File: src/lst_consts.svh
// Constants of the logic self-test controller
`ifndef LST_CONSTS_SVH
`define LST_CONSTS_SVH
`define LST_CLK_PERIOD_NS 10
`define LST_TIMEOUT_US    100
`define LST_CORE_RST_NS   100
`define LST_NCPU          2
`define LST_CHAINS        16
`define LST_CHAIN_LEN     64
`define LST_CNT_W         16
`define LST_IRQ_W         8
`define LST_NDOM          6
`define LST_DOM_COVERED   6'h3F
`define LST_PRPG_POLY     16'hB400
`define LST_MISR_POLY     16'hD008
`define LST_SIG_RESET     16'h0000
`endif

File: src/lst_pkg.sv
// Types shared by the logic self-test controller
package lst_pkg;
    typedef enum logic [2:0] {
        LST_ST_IDLE,
        LST_ST_PREP,
        LST_ST_SHIFT,
        LST_ST_CAPTURE,
        LST_ST_COMPARE,
        LST_ST_CORE_RST
    } lst_state_type;

    // Scan domains, one scan enable each
    typedef enum logic [2:0] {
        LST_DOM_CORE,
        LST_DOM_FLOAT,
        LST_DOM_COMPLEX,
        LST_DOM_CRC,
        LST_DOM_TRIG,
        LST_DOM_EMU
    } lst_domain_type;

    typedef struct packed {
        logic start;
        logic restart;
        logic log_clr;
    } lst_cmd_type;

    typedef struct packed {
        logic busy;
        logic run_done;
        logic all_done;
        logic fail_logic;
        logic fail_timeout;
    } lst_status_type;
endpackage

File: src/lst_sig_lfsr.sv
// Galois shift register used as pattern generator and as signature register
`timescale 1ns/1ps
`include "lst_consts.svh"
module lst_sig_lfsr #(
    parameter int           W    = `LST_CHAINS,
    parameter logic [W-1:0] POLY = `LST_PRPG_POLY
) (
    input  wire logic         clk,
    input  wire logic         rst_b,
    input  wire logic         load,
    input  wire logic [W-1:0] seed,
    input  wire logic         step,
    input  wire logic         absorb,
    input  wire logic [W-1:0] din,
    output logic      [W-1:0] q
);
    typedef struct packed {
        logic [W-1:0] sig;
    } lst_lfsr_state_type;

    lst_lfsr_state_type s_ff;
    lst_lfsr_state_type nxt_s;

    generate
        if (W < 2 || POLY[W-1] != 1'b1) begin : g_bad
            $error("lst_sig_lfsr: width below 2 or polynomial without top tap");
        end
    endgenerate

    // An all-zero seed locks the generator; software must avoid it
    always_comb begin
        nxt_s = s_ff;
        if (load) begin
            nxt_s.sig = seed;
        end else if (step) begin
            nxt_s.sig = {s_ff.sig[W-2:0], 1'b0} ^ (s_ff.sig[W-1] ? POLY : '0) ^ (absorb ? din : '0);
        end
    end

    always_ff @(posedge clk or negedge rst_b) begin
        if (!rst_b) begin
            s_ff <= '0;
        end else begin
            s_ff <= nxt_s;
        end
    end

    assign q = s_ff.sig;
endmodule

File: src/lst_top.sv
// Sequencer of the scan-based logic self-test of the processor core
//
// Functional notes
// All shift and capture timing runs on the one system clock, no test clock.
// Controller decides when chains shift and when the capture pulse fires.
// Controller loads seeds and the expected signature for the final compare.
// Pattern generator drives a seed bit into every parallel scan chain.
// Signature register compacts every chain output for the expected compare.
// Full pattern set runs as a series of short micro-runs.
// During a micro-run the core is isolated from peripherals and memory.
// Interrupts during a micro-run are logged, not delivered to the core.
// After a micro-run peripheral and interrupt connections return to normal.
// Test covers core, its accelerators and emulation analysis logic.
// No logic outside the core and accelerators is scanned; the code also enables the emulation domain (LST_DOM_EMU).
// Nothing relies on latch content surviving a micro-run.
// Software saves and restores core context around each micro-run.
// Semaphore gives one core at a time write access to the controls.
// In manufacturing an external tester configures through the test port; the code has no test port, configuration comes only through cfg_wr.
// Logic failure sets status, raises a non-maskable interrupt and its flags.
// Micro-run timeout reports an error like a logic failure.
// Each micro-run ends with a reset to the tested core.
// On two processors a failure interrupts each processor.
// Pattern position is kept between micro-runs until the set is done.
// Busy and run-done status tell software the outcome of each run.
`timescale 1ns/1ps
`include "lst_consts.svh"
module lst_top
    import lst_pkg::*;
#(
    parameter int NCPU        = `LST_NCPU,
    parameter int CHAINS      = `LST_CHAINS,
    parameter int CHAIN_LEN   = `LST_CHAIN_LEN,
    parameter int IRQ_W       = `LST_IRQ_W,
    parameter int TIMEOUT_CYC = (`LST_TIMEOUT_US * 1000) / `LST_CLK_PERIOD_NS,
    parameter logic [CHAINS-1:0] PRPG_POLY = `LST_PRPG_POLY,
    parameter logic [CHAINS-1:0] MISR_POLY = `LST_MISR_POLY
) (
    input  wire logic                         clk,
    input  wire logic                         rst_b,
    input  wire logic        [NCPU-1:0]       sem_req,
    input  wire logic        [NCPU-1:0]       sem_rel,
    input  wire logic        [NCPU-1:0]       cfg_wr,
    input  wire logic        [CHAINS-1:0]     cfg_seed,
    input  wire logic        [CHAINS-1:0]     cfg_expect,
    input  wire logic        [`LST_CNT_W-1:0] cfg_run_pat,
    input  wire logic        [`LST_CNT_W-1:0] cfg_total_pat,
    input  wire lst_pkg::lst_cmd_type [NCPU-1:0] cmd,
    input  wire logic        [NCPU-1:0]       nmi_clr,
    input  wire logic        [IRQ_W-1:0]      irq_in,
    input  wire logic        [CHAINS-1:0]     scan_out,
    output logic             [NCPU-1:0]       sem_owner,
    output logic             [CHAINS-1:0]     scan_in,
    output logic             [`LST_NDOM-1:0]  scan_en,
    output logic                              capture_en,
    output logic                              core_isolate,
    output logic                              core_rst,
    output logic             [IRQ_W-1:0]      core_irq,
    output logic             [IRQ_W-1:0]      irq_log,
    output logic             [NCPU-1:0]       nmi,
    output lst_pkg::lst_status_type           status
);
    import lst_pkg::*;

    localparam int CW      = `LST_CNT_W;
    localparam int SW      = $clog2(CHAIN_LEN + 1);
    localparam int TW      = $clog2(TIMEOUT_CYC + 1);
    localparam int RST_CYC = (`LST_CORE_RST_NS + `LST_CLK_PERIOD_NS - 1) / `LST_CLK_PERIOD_NS;
    localparam int RW      = $clog2(RST_CYC + 1);
    localparam logic [SW-1:0] SHIFT_LAST = SW'(CHAIN_LEN - 1);
    localparam logic [TW-1:0] TMO_LAST   = TW'(TIMEOUT_CYC - 1);
    localparam logic [RW-1:0] RST_LAST   = RW'(RST_CYC - 1);
    localparam logic [`LST_NDOM-1:0] DOM_MASK = `LST_DOM_COVERED;

    generate
        if (NCPU < 1 || NCPU > 2 || CHAIN_LEN < 2 || TIMEOUT_CYC < 2 || RST_CYC < 1 || IRQ_W < 1) begin : g_bad
            $error("lst_top: parameter out of range");
        end
    endgenerate

    typedef struct packed {
        lst_state_type        st;
        logic [SW-1:0]        shift_cnt;
        logic                 unload;
        logic [CW-1:0]        pos;
        logic [CW-1:0]        run_cnt;
        logic [TW-1:0]        tmo_cnt;
        logic [RW-1:0]        rst_cnt;
        logic [NCPU-1:0]      owner;
        logic [CHAINS-1:0]    seed;
        logic [CHAINS-1:0]    expect_sig;
        logic [CW-1:0]        run_pat;
        logic [CW-1:0]        total_pat;
        logic                 prpg_load;
        logic                 misr_clr;
        logic [`LST_NDOM-1:0] scan_en;
        logic                 cap_en;
        logic                 isolate;
        logic                 core_rst;
        logic [IRQ_W-1:0]     irq_log;
        logic [IRQ_W-1:0]     core_irq;
        logic [NCPU-1:0]      nmi;
        lst_status_type       status;
    } lst_core_state_type;

    lst_core_state_type s_ff;
    lst_core_state_type nxt_s;

    logic [CHAINS-1:0] prpg_q;
    logic [CHAINS-1:0] misr_q;
    logic              shifting;

    function automatic logic [NCPU-1:0] lowest_one(input logic [NCPU-1:0] v);
        logic [NCPU-1:0] r;
        logic            found;
        r = '0;
        found = 1'b0;
        for (int i = 0; i < NCPU; i++) begin
            if (v[i] && !found) begin
                r[i] = 1'b1;
                found = 1'b1;
            end
        end
        return r;
    endfunction

    function automatic lst_cmd_type owner_cmd(input lst_cmd_type [NCPU-1:0] c, input logic [NCPU-1:0] own);
        lst_cmd_type r;
        r = '0;
        for (int i = 0; i < NCPU; i++) begin
            if (own[i]) begin
                r = r | c[i];
            end
        end
        return r;
    endfunction

    assign shifting = |s_ff.scan_en;

    // Pattern generator feeds one bit into every chain while shifting
    lst_sig_lfsr #(
        .W    (CHAINS),
        .POLY (PRPG_POLY)
    ) u_prpg (
        .clk    (clk),
        .rst_b  (rst_b),
        .load   (s_ff.prpg_load),
        .seed   (s_ff.seed),
        .step   (shifting),
        .absorb (1'b0),
        .din    ('0),
        .q      (prpg_q)
    );

    // Signature register absorbs all chain outputs on every shift
    lst_sig_lfsr #(
        .W    (CHAINS),
        .POLY (MISR_POLY)
    ) u_misr (
        .clk    (clk),
        .rst_b  (rst_b),
        .load   (s_ff.misr_clr),
        .seed   (`LST_SIG_RESET),
        .step   (shifting),
        .absorb (1'b1),
        .din    (scan_out),
        .q      (misr_q)
    );

    always_comb begin
        lst_cmd_type c;
        logic        wr_ok;
        logic        fail;
        c = owner_cmd(cmd, s_ff.owner);
        wr_ok = (cfg_wr & s_ff.owner) != '0;
        fail = 1'b0;
        nxt_s = s_ff;
        nxt_s.prpg_load = 1'b0;
        nxt_s.misr_clr = 1'b0;
        nxt_s.cap_en = 1'b0;

        // Release waits for idle so a run never changes hands midway
        if (s_ff.owner == '0) begin
            nxt_s.owner = lowest_one(sem_req);
        end else if ((sem_rel & s_ff.owner) != '0 && s_ff.st == LST_ST_IDLE) begin
            nxt_s.owner = '0;
        end
        if (wr_ok && s_ff.st == LST_ST_IDLE) begin
            nxt_s.seed = cfg_seed;
            nxt_s.expect_sig = cfg_expect;
            nxt_s.run_pat = cfg_run_pat;
            nxt_s.total_pat = cfg_total_pat;
        end

        // Logged interrupts are replayed once the core is released
        nxt_s.irq_log = (s_ff.irq_log & ~{IRQ_W{c.log_clr}}) | (s_ff.isolate ? irq_in : '0);
        nxt_s.core_irq = s_ff.isolate ? '0 : (irq_in | s_ff.irq_log);

        if (s_ff.st != LST_ST_IDLE && s_ff.st != LST_ST_CORE_RST) begin
            nxt_s.tmo_cnt = s_ff.tmo_cnt + TW'(1);
        end

        unique case (s_ff.st)
            LST_ST_IDLE: begin
                if (c.start) begin
                    nxt_s.isolate = 1'b1;
                    nxt_s.status.busy = 1'b1;
                    nxt_s.status.run_done = 1'b0;
                    nxt_s.run_cnt = '0;
                    nxt_s.tmo_cnt = '0;
                    nxt_s.unload = 1'b0;
                    // Fresh set reseeds; otherwise continue from kept position
                    if (c.restart || s_ff.status.all_done) begin
                        nxt_s.pos = '0;
                        nxt_s.prpg_load = 1'b1;
                        nxt_s.misr_clr = 1'b1;
                        nxt_s.status.all_done = 1'b0;
                        nxt_s.status.fail_logic = 1'b0;
                        nxt_s.status.fail_timeout = 1'b0;
                    end
                    nxt_s.st = LST_ST_PREP;
                end
            end
            LST_ST_PREP: begin
                nxt_s.shift_cnt = '0;
                nxt_s.scan_en = DOM_MASK;
                nxt_s.st = LST_ST_SHIFT;
            end
            LST_ST_SHIFT: begin
                nxt_s.shift_cnt = s_ff.shift_cnt + SW'(1);
                if (s_ff.shift_cnt == SHIFT_LAST) begin
                    nxt_s.scan_en = '0;
                    if (s_ff.unload) begin
                        nxt_s.st = LST_ST_COMPARE;
                    end else begin
                        nxt_s.cap_en = 1'b1;
                        nxt_s.st = LST_ST_CAPTURE;
                    end
                end
            end
            LST_ST_CAPTURE: begin
                nxt_s.pos = s_ff.pos + CW'(1);
                nxt_s.run_cnt = s_ff.run_cnt + CW'(1);
                nxt_s.shift_cnt = '0;
                if (s_ff.pos + CW'(1) >= s_ff.total_pat) begin
                    // Last capture still has to be shifted into the signature
                    nxt_s.unload = 1'b1;
                    nxt_s.scan_en = DOM_MASK;
                    nxt_s.st = LST_ST_SHIFT;
                end else if (s_ff.run_cnt + CW'(1) == s_ff.run_pat) begin
                    nxt_s.rst_cnt = '0;
                    nxt_s.core_rst = 1'b1;
                    nxt_s.st = LST_ST_CORE_RST;
                end else begin
                    nxt_s.scan_en = DOM_MASK;
                    nxt_s.st = LST_ST_SHIFT;
                end
            end
            LST_ST_COMPARE: begin
                nxt_s.status.all_done = 1'b1;
                if (misr_q != s_ff.expect_sig) begin
                    nxt_s.status.fail_logic = 1'b1;
                    fail = 1'b1;
                end
                nxt_s.rst_cnt = '0;
                nxt_s.core_rst = 1'b1;
                nxt_s.st = LST_ST_CORE_RST;
            end
            LST_ST_CORE_RST: begin
                nxt_s.rst_cnt = s_ff.rst_cnt + RW'(1);
                if (s_ff.rst_cnt == RST_LAST) begin
                    nxt_s.core_rst = 1'b0;
                    nxt_s.isolate = 1'b0;
                    nxt_s.status.busy = 1'b0;
                    nxt_s.status.run_done = 1'b1;
                    nxt_s.st = LST_ST_IDLE;
                end
            end
        endcase

        // Watchdog wins over the normal flow of the micro-run
        if (s_ff.st != LST_ST_IDLE && s_ff.st != LST_ST_CORE_RST && s_ff.tmo_cnt == TMO_LAST) begin
            nxt_s.status.fail_timeout = 1'b1;
            fail = 1'b1;
            nxt_s.scan_en = '0;
            nxt_s.cap_en = 1'b0;
            nxt_s.rst_cnt = '0;
            nxt_s.core_rst = 1'b1;
            nxt_s.st = LST_ST_CORE_RST;
        end

        // A new failure outranks a clear in the same cycle
        nxt_s.nmi = (s_ff.nmi & ~nmi_clr) | {NCPU{fail}};
    end

    always_ff @(posedge clk or negedge rst_b) begin
        if (!rst_b) begin
            s_ff <= '0;
        end else begin
            s_ff <= nxt_s;
        end
    end

    assign sem_owner    = s_ff.owner;
    assign scan_in      = prpg_q;
    assign scan_en      = s_ff.scan_en;
    assign capture_en   = s_ff.cap_en;
    assign core_isolate = s_ff.isolate;
    assign core_rst     = s_ff.core_rst;
    assign core_irq     = s_ff.core_irq;
    assign irq_log      = s_ff.irq_log;
    assign nmi          = s_ff.nmi;
    assign status       = s_ff.status;
endmodule

File: config.mk
export PLATFORM = sky130hd
export DESIGN_NAME = lst_top
export DESIGN_NICKNAME = d
export VERILOG_FILES = /design/src/lst_pkg.sv /design/src/lst_sig_lfsr.sv /design/src/lst_top.sv
export VERILOG_INCLUDE_DIRS = /design/src
export SDC_FILE = /design/constraint.sdc
export NUM_CORES = 1
export LEC_CHECK = 0
export ABC_CLOCK_PERIOD_IN_PS = 11400
export BUFFER_PORTS_ARGS = -buffer_cell sky130_fd_sc_hd__buf_4
export CORE_AREA = 5 5 145 147
export DETAILED_ROUTE_END_ITERATION = 12
export DIE_AREA = 0 0 150 152
export PLACE_DENSITY_LB_ADDON = 0.1
export REMOVE_ABC_BUFFERS = 1
export SYNTH_ARGS = -nofsm -noshare
export SYNTH_HDL_FRONTEND = slang
export SYNTH_SLANG_ARGS = --single-unit
File: constraint.sdc
create_clock -name clk -period 11.4 [get_ports clk]
set_clock_uncertainty 0.05 [all_clocks]
set_input_delay 0.57 -clock clk [delete_from_list [all_inputs] [get_ports clk]]
set_output_delay 0.57 -clock clk [all_outputs]
set_load 0.05 [all_outputs]
# Word-level counts from Yosys, hierarchy flattened

Cells that the tools add are included.

Bits in registers: 193
Word-level logic and storage cells: 168

$add $sub $neg: 5
Magnitude comparators: 1
Eq/ne operators: 22
Muxes and demuxes: 62
Bitwise logic cells: 13
Reduce and logical (&&, ||, !) cells: 37

Operators by type and width:

| cell                    | count |
|---|---|
| $mux W16                | 7 |
| $pmux W33 S2            | 1 |
| $xor A16 B16 Y16        | 3 |
| $mux W47                | 1 |
| $add A16 B1 Y16 const B | 2 |
| $mux W3                 | 10 |
| $mux W14                | 2 |
| $reduce_and A3 Y1       | 8 |
| $reduce_bool A2 Y1      | 12 |
| $pmux W3 S6             | 1 |
| $pmux W6 S3             | 1 |
| $eq A16 B16 Y1          | 1 |
| $ge A16 B16 Y1          | 1 |
| $mux W1                 | 16 |
| $mux W8                 | 2 |
| $ne A16 B16 Y1          | 1 |
| $or A8 B8 Y8            | 2 |
| $ne A3 B3 Y1 const B    | 5 |
| $add A14 B1 Y14 const B | 1 |
| $eq A14 B14 Y1 const B  | 1 |
| $mux W2                 | 7 |
| $mux W7                 | 2 |
| $pmux W7 S2             | 1 |
| $mux W4                 | 3 |
| other kinds (34)        | 49 |

# Longest topological paths before layout

Depth in word-level cells: 8
Depth in mapped cells: 16
Depth with buffers taken out: 15

# Modules after synthesis

From an unflattened synthesis, not the netlist that was laid out.

Cell total of the unflattened synthesis: 1,028
Area total of the unflattened synthesis: 9,988.3 sq um

By module, submodules not included:

| module                | times used | cells an instance | area each (sq um) | seq. area each (sq um) |
|---|---|---|---|---|
| lst_top               | 1          | 791               | 7,901.3           | 3,853.7 |
| lst_sig_lfsr (u_misr) | 1          | 118               | 1,044.8           | 400.4 |
| lst_sig_lfsr (u_prpg) | 1          | 119               | 1,042.2           | 400.4 |

# Least setup slack after synthesis

No wires, ideal clock.

Kind: flip-flop to flip-flop
Start: register s_ff[134] (netlist bit)
End: register s_ff[159] (netlist bit)
Library setup time: 156 ps
Arrival: 3,482 ps
Data required time: 11,194 ps
Slack: 7,711 ps
Stages on the path, launching flop included: 15
Buffers on the path: 0
Cells stage by stage: dfrtp_1 -> nand3_1 -> nor3_1 -> and3_1 -> nand3_1 -> nor2_1 -> xor2_1 -> ha_1 -> a21o_1 -> a21o_1 -> a221oi_2 -> o221ai_1 -> or4b_4 -> o31ai_1 -> a211oi_1

Longest elaborated chain between the ends: 5

RTL lines:

| item                   | RTL line       | source |
|---|---|---|
| from (decl)            | lst_top.sv:105 | `lst_core_state_type s_ff;` |
| from (signal assigned) | lst_top.sv:299 | `s_ff <= nxt_s;` |
| $add A16 B1 Y16        | lst_top.sv:244 | `if (s_ff.pos + CW'(1) >= s_ff.total_pat) begin` |
| $ge A16 B16 Y1         | lst_top.sv:244 |  |
| $mux W3                | lst_top.sv:244 |  |
| $pmux W3 S6            | lst_top.sv:202 | `unique case (s_ff.st)` |
| $mux W3                | lst_top.sv:281 | `if (s_ff.st != LST_ST_IDLE && s_ff.st != LST_ST_CORE_RST && s_ff.tmo_cnt == TMO_LAST) begin` |

No other way between the ends.
A chain may end at the register's enable or synchronous reset.

# Final worst setup path

Start: register s_ff[134] (netlist bit)
End: register s_ff[102] (netlist bit)

Longest elaborated chain between the ends: 4

RTL lines:

| item                        | RTL line |
|---|---|
| $add A16 B1 Y16             | lst_top.sv:244 |
| $ge A16 B16 Y1              | lst_top.sv:244 |
| $ne A3 B3 Y1 (no line)      | -- |
| $reduce_and A3 Y1 (no line) | -- |

No other way between the ends.

==> metrics.cfg <==
[synthesis]
yosysWarnings = 0
muxShareOfSynthArea_pct = 8.19
synth-compound-area-share_pct = 12.9
ys_async_sr_fraction_pct = 100
seq_area_frac_synth_pct = 48.7
synth_flop_cell = dfrtp_1
ys_ff_latch = 186
syn_area_per_cell_um2 = 10.2
syn_inst = 939
ys_types = 67
yosys.area_share.simple_pct = 14.1
synth_xor_area_share_pct = 7.42
synth_top_family_by_area = simple AND/OR/NAND/NOR gates
synth_adder_area_share_pct = 2.88
synth-edff-count = 0
netlist_area_um2 = 9560

[finish]
drive_gt1_share_pct = 24.8
area_growth_syn_to_layout_pct = 17.6
nets = 1166
final_common_cell = dfrtp_1
diodes = 0
layout_common_cells = dfrtp_1 (185), buf_4 (158), nand2_1 (111)
final_cells = 1322
post-route-cell-area_um2 = 11200
post-route-util_pct = 56.8

[floorplan]
die_h_um = 152
die_w_um = 150
fp-row-count = 52
core_area_um2 = 19800
io_pins = 154
dieArea_um2 = 22800
start_util_pct = 48.3

[worst_setup_path]
crit_path_start_kind = flop
r2r_setup_slack_ps = 7270
end_kind = flop
reg2reg_depth = 14
cp.arrival_ps = 4380
cp_max_fo = 5
crit-reg2reg-launch = s_ff[134]
path_class = reg2reg
r2r-end = s_ff[102]
cp.required_ps = 11650

[route]
drt_iter0_drc = 360
routedWlPerCell_um = 15.9
viasPerCell = 5.27
drc = 0
num_vias = 6970
final_antenna_net_count = 0
drt_wl_total_um = 21000
drt_pass1_iterations = 5

[power]
netSwitchingPower_mw = 1.06
clockPowerShare_pct = 21.7
p_int_mw = 1.68
ir_drop_v = 0.000120
p_per_area_nw_per_um2 = 244
netSwitchingFraction_pct = 38.8
total_power_mw = 2.74
power_leakage_nw = 5.22
p_comb_share_pct = 38.3
power_frac_seq_pct = 40.0

[grt]
grt.total_usage_pct = 18.8
grt_pass1_wl_um = 35200
grt-ovfl-total = 0
antenna_found_initial = 0
grt_max_degree = 108
grt_pass1_vias = 6937

[timing]
period_minus_slack_ps = 4130
hold_slack_ps = 153
clock.fmax_mhz = 242
hold_violations = 0
max_slew_margin_pct = 28.1
finalSetupTns_ps = 0
finalSetupViolations = 0
tightest_slew_ps = 1070
fin_crit_sh_pct = 36.2
rsz0062_at_grt = false
drv_slew = 0
worst_slack_ps = 7270

[place]
place_congestion = 0.849
place_area_um2 = 10700
place_ws_ps = 7270
dp_cells = 1291
portBuffers = 153
hpwl_um = 14800

[job]
cap_violations = 0

[clock_tree]
cts.repair.resized = 0
cts_max_path_buffers = 2
cts_tree = yes
clock-sinks = 186
clkTransAtPathRegs_ps = 70
clk_latency_ps = 430
cts-buffers-inserted = 17
cts_root_buf = clkbuf_16
hold_buffers = 0
post-cts-setup-buffers = 0
ctsHtreeMaxLevel = 4

[status]
status = complete, no violations

[min_path]
min_path_type = in2async

## how the worst max path moves through the flow
stage | startpoint | to | slack [ps] | cells past startpoint
3_5_place_dp | s_ff[134] | s_ff[102] | 7270 | 14
4_1_cts | s_ff[134] | s_ff[102] | 7240 | 14
3_3_place_gp | s_ff[134] | s_ff[102] | 7370 | 14
5_1_grt | s_ff[134] | scan_en[4] | 6870 | 14
2_1_floorplan | s_ff[160] | s_ff[34] | 6690 | 3
6_report | s_ff[134] | s_ff[102] | 7270 | 14
## flip-flops by register name (all words and copies together) (netlist names)
name and flops:
s_ff 126, core_irq 8, sem_owner 2, capture_en 1
nmi 2, core_rst 1, u_misr.q 16, status 4
core_isolate 1, irq_log 8, u_prpg.q 16, scan_en 1
## synthesized netlist by cell type (3+ instances only)
| cell | count | area (um2) |
|---|---|---|
| o2111ai_1 | 4 | 35.0 |
| a22oi_1 | 4 | 30.0 |
| and3_1 | 7 | 43.8 |
| nor4_1 | 7 | 43.8 |
| and2_1 | 3 | 18.8 |
| o22ai_1 | 5 | 31.3 |
| xor2_1 | 44 | 385 |
| a21oi_1 | 20 | 100 |
| nand4_1 | 14 | 87.6 |
| nor2b_1 | 3 | 18.8 |
| nand2_1 | 111 | 417 |
| mux2_2 | 50 | 563 |
| a31oi_1 | 4 | 25.0 |
| and4_1 | 4 | 35.0 |
| buf_6 | 5 | 56.3 |
| dfrtp_1 | 186 | 4650 |
| a311oi_1 | 3 | 26.3 |
| nor3_1 | 11 | 55.1 |
| buf_2 | 4 | 20.0 |
| mux2i_1 | 22 | 220 |
| inv_1 | 28 | 105 |
| buf_4 | 33 | 248 |
| nor2_1 | 73 | 274 |
| a21o_1 | 9 | 67.6 |
| o31ai_1 | 10 | 75.1 |
| clkbuf_1 | 34 | 128 |
| ha_1 | 22 | 275 |
| xnor2_1 | 37 | 324 |
| a22o_1 | 12 | 105 |
| o2bb2ai_1 | 5 | 43.8 |
| nand3_1 | 20 | 100 |
| nand2b_1 | 6 | 37.5 |
| a211oi_1 | 13 | 97.6 |
| o21ai_0 | 82 | 410 |
## cell type report
| cell class | instances | area [um2] |
|---|---|---|
| clock inverters | 14 | 164 |
| inverters | 29 | 109 |
| multi-input cells | 647 | 4350 |
| clock buffers | 17 | 425 |
| repair buffers | 159 | 1200 |
| fillers | 1824 | 8540 |
| well taps | 270 | 338 |
| flip-flops and latches | 186 | 4660 |
## power groups by stage
stage          registers (mW)  clock network (mW)  logic [mW]
3_3_place_gp             1.11                   0        1.05
2_1_floorplan            1.20                   0       0.636
3_5_place_dp             1.11                   0        1.06
6_report                 1.10               0.595        1.05
5_1_grt                  1.14               0.644        1.17
4_1_cts                  1.10               0.611        1.07
## critical path, stage by stage (launching register included)
cell      delay [ps]
dfrtp_1          430
nand3_1          120
nor3_1           370
and3_1           290
nand3_1          210
nor2_1           180
xor2_1           210
ha_1             280
a21o_1           180
a21o_1           180
a221oi_2         260
o221ai_1         220
or4b_4           610
o21ai_2          250
o221ai_1         140
## cells by family (layout without fill, tap and decap cells)
kind of cell,after synthesis,count (layout)
XOR/XNOR,81,81
multiplexers,72,72
buffers and inverters,106,219
AND/OR/NAND/NOR,281,281
flip-flops,186,186
adder cells (fa/ha/maj),22,22
AO/OA/AOI/OAI,191,191
## layer usage
layer / track usage [%] / routed length [um] / up-vias
li1: - / - / 3466
met5: 0 / 0 / -
met4: 4.23 / 183 / 0
met1: 27.4 / 10100 / 3335
met3: 3.93 / 1140 / 17
met2: 29.1 / 9520 / 152
Note: power is estimated with default switching activity, not from simulation.
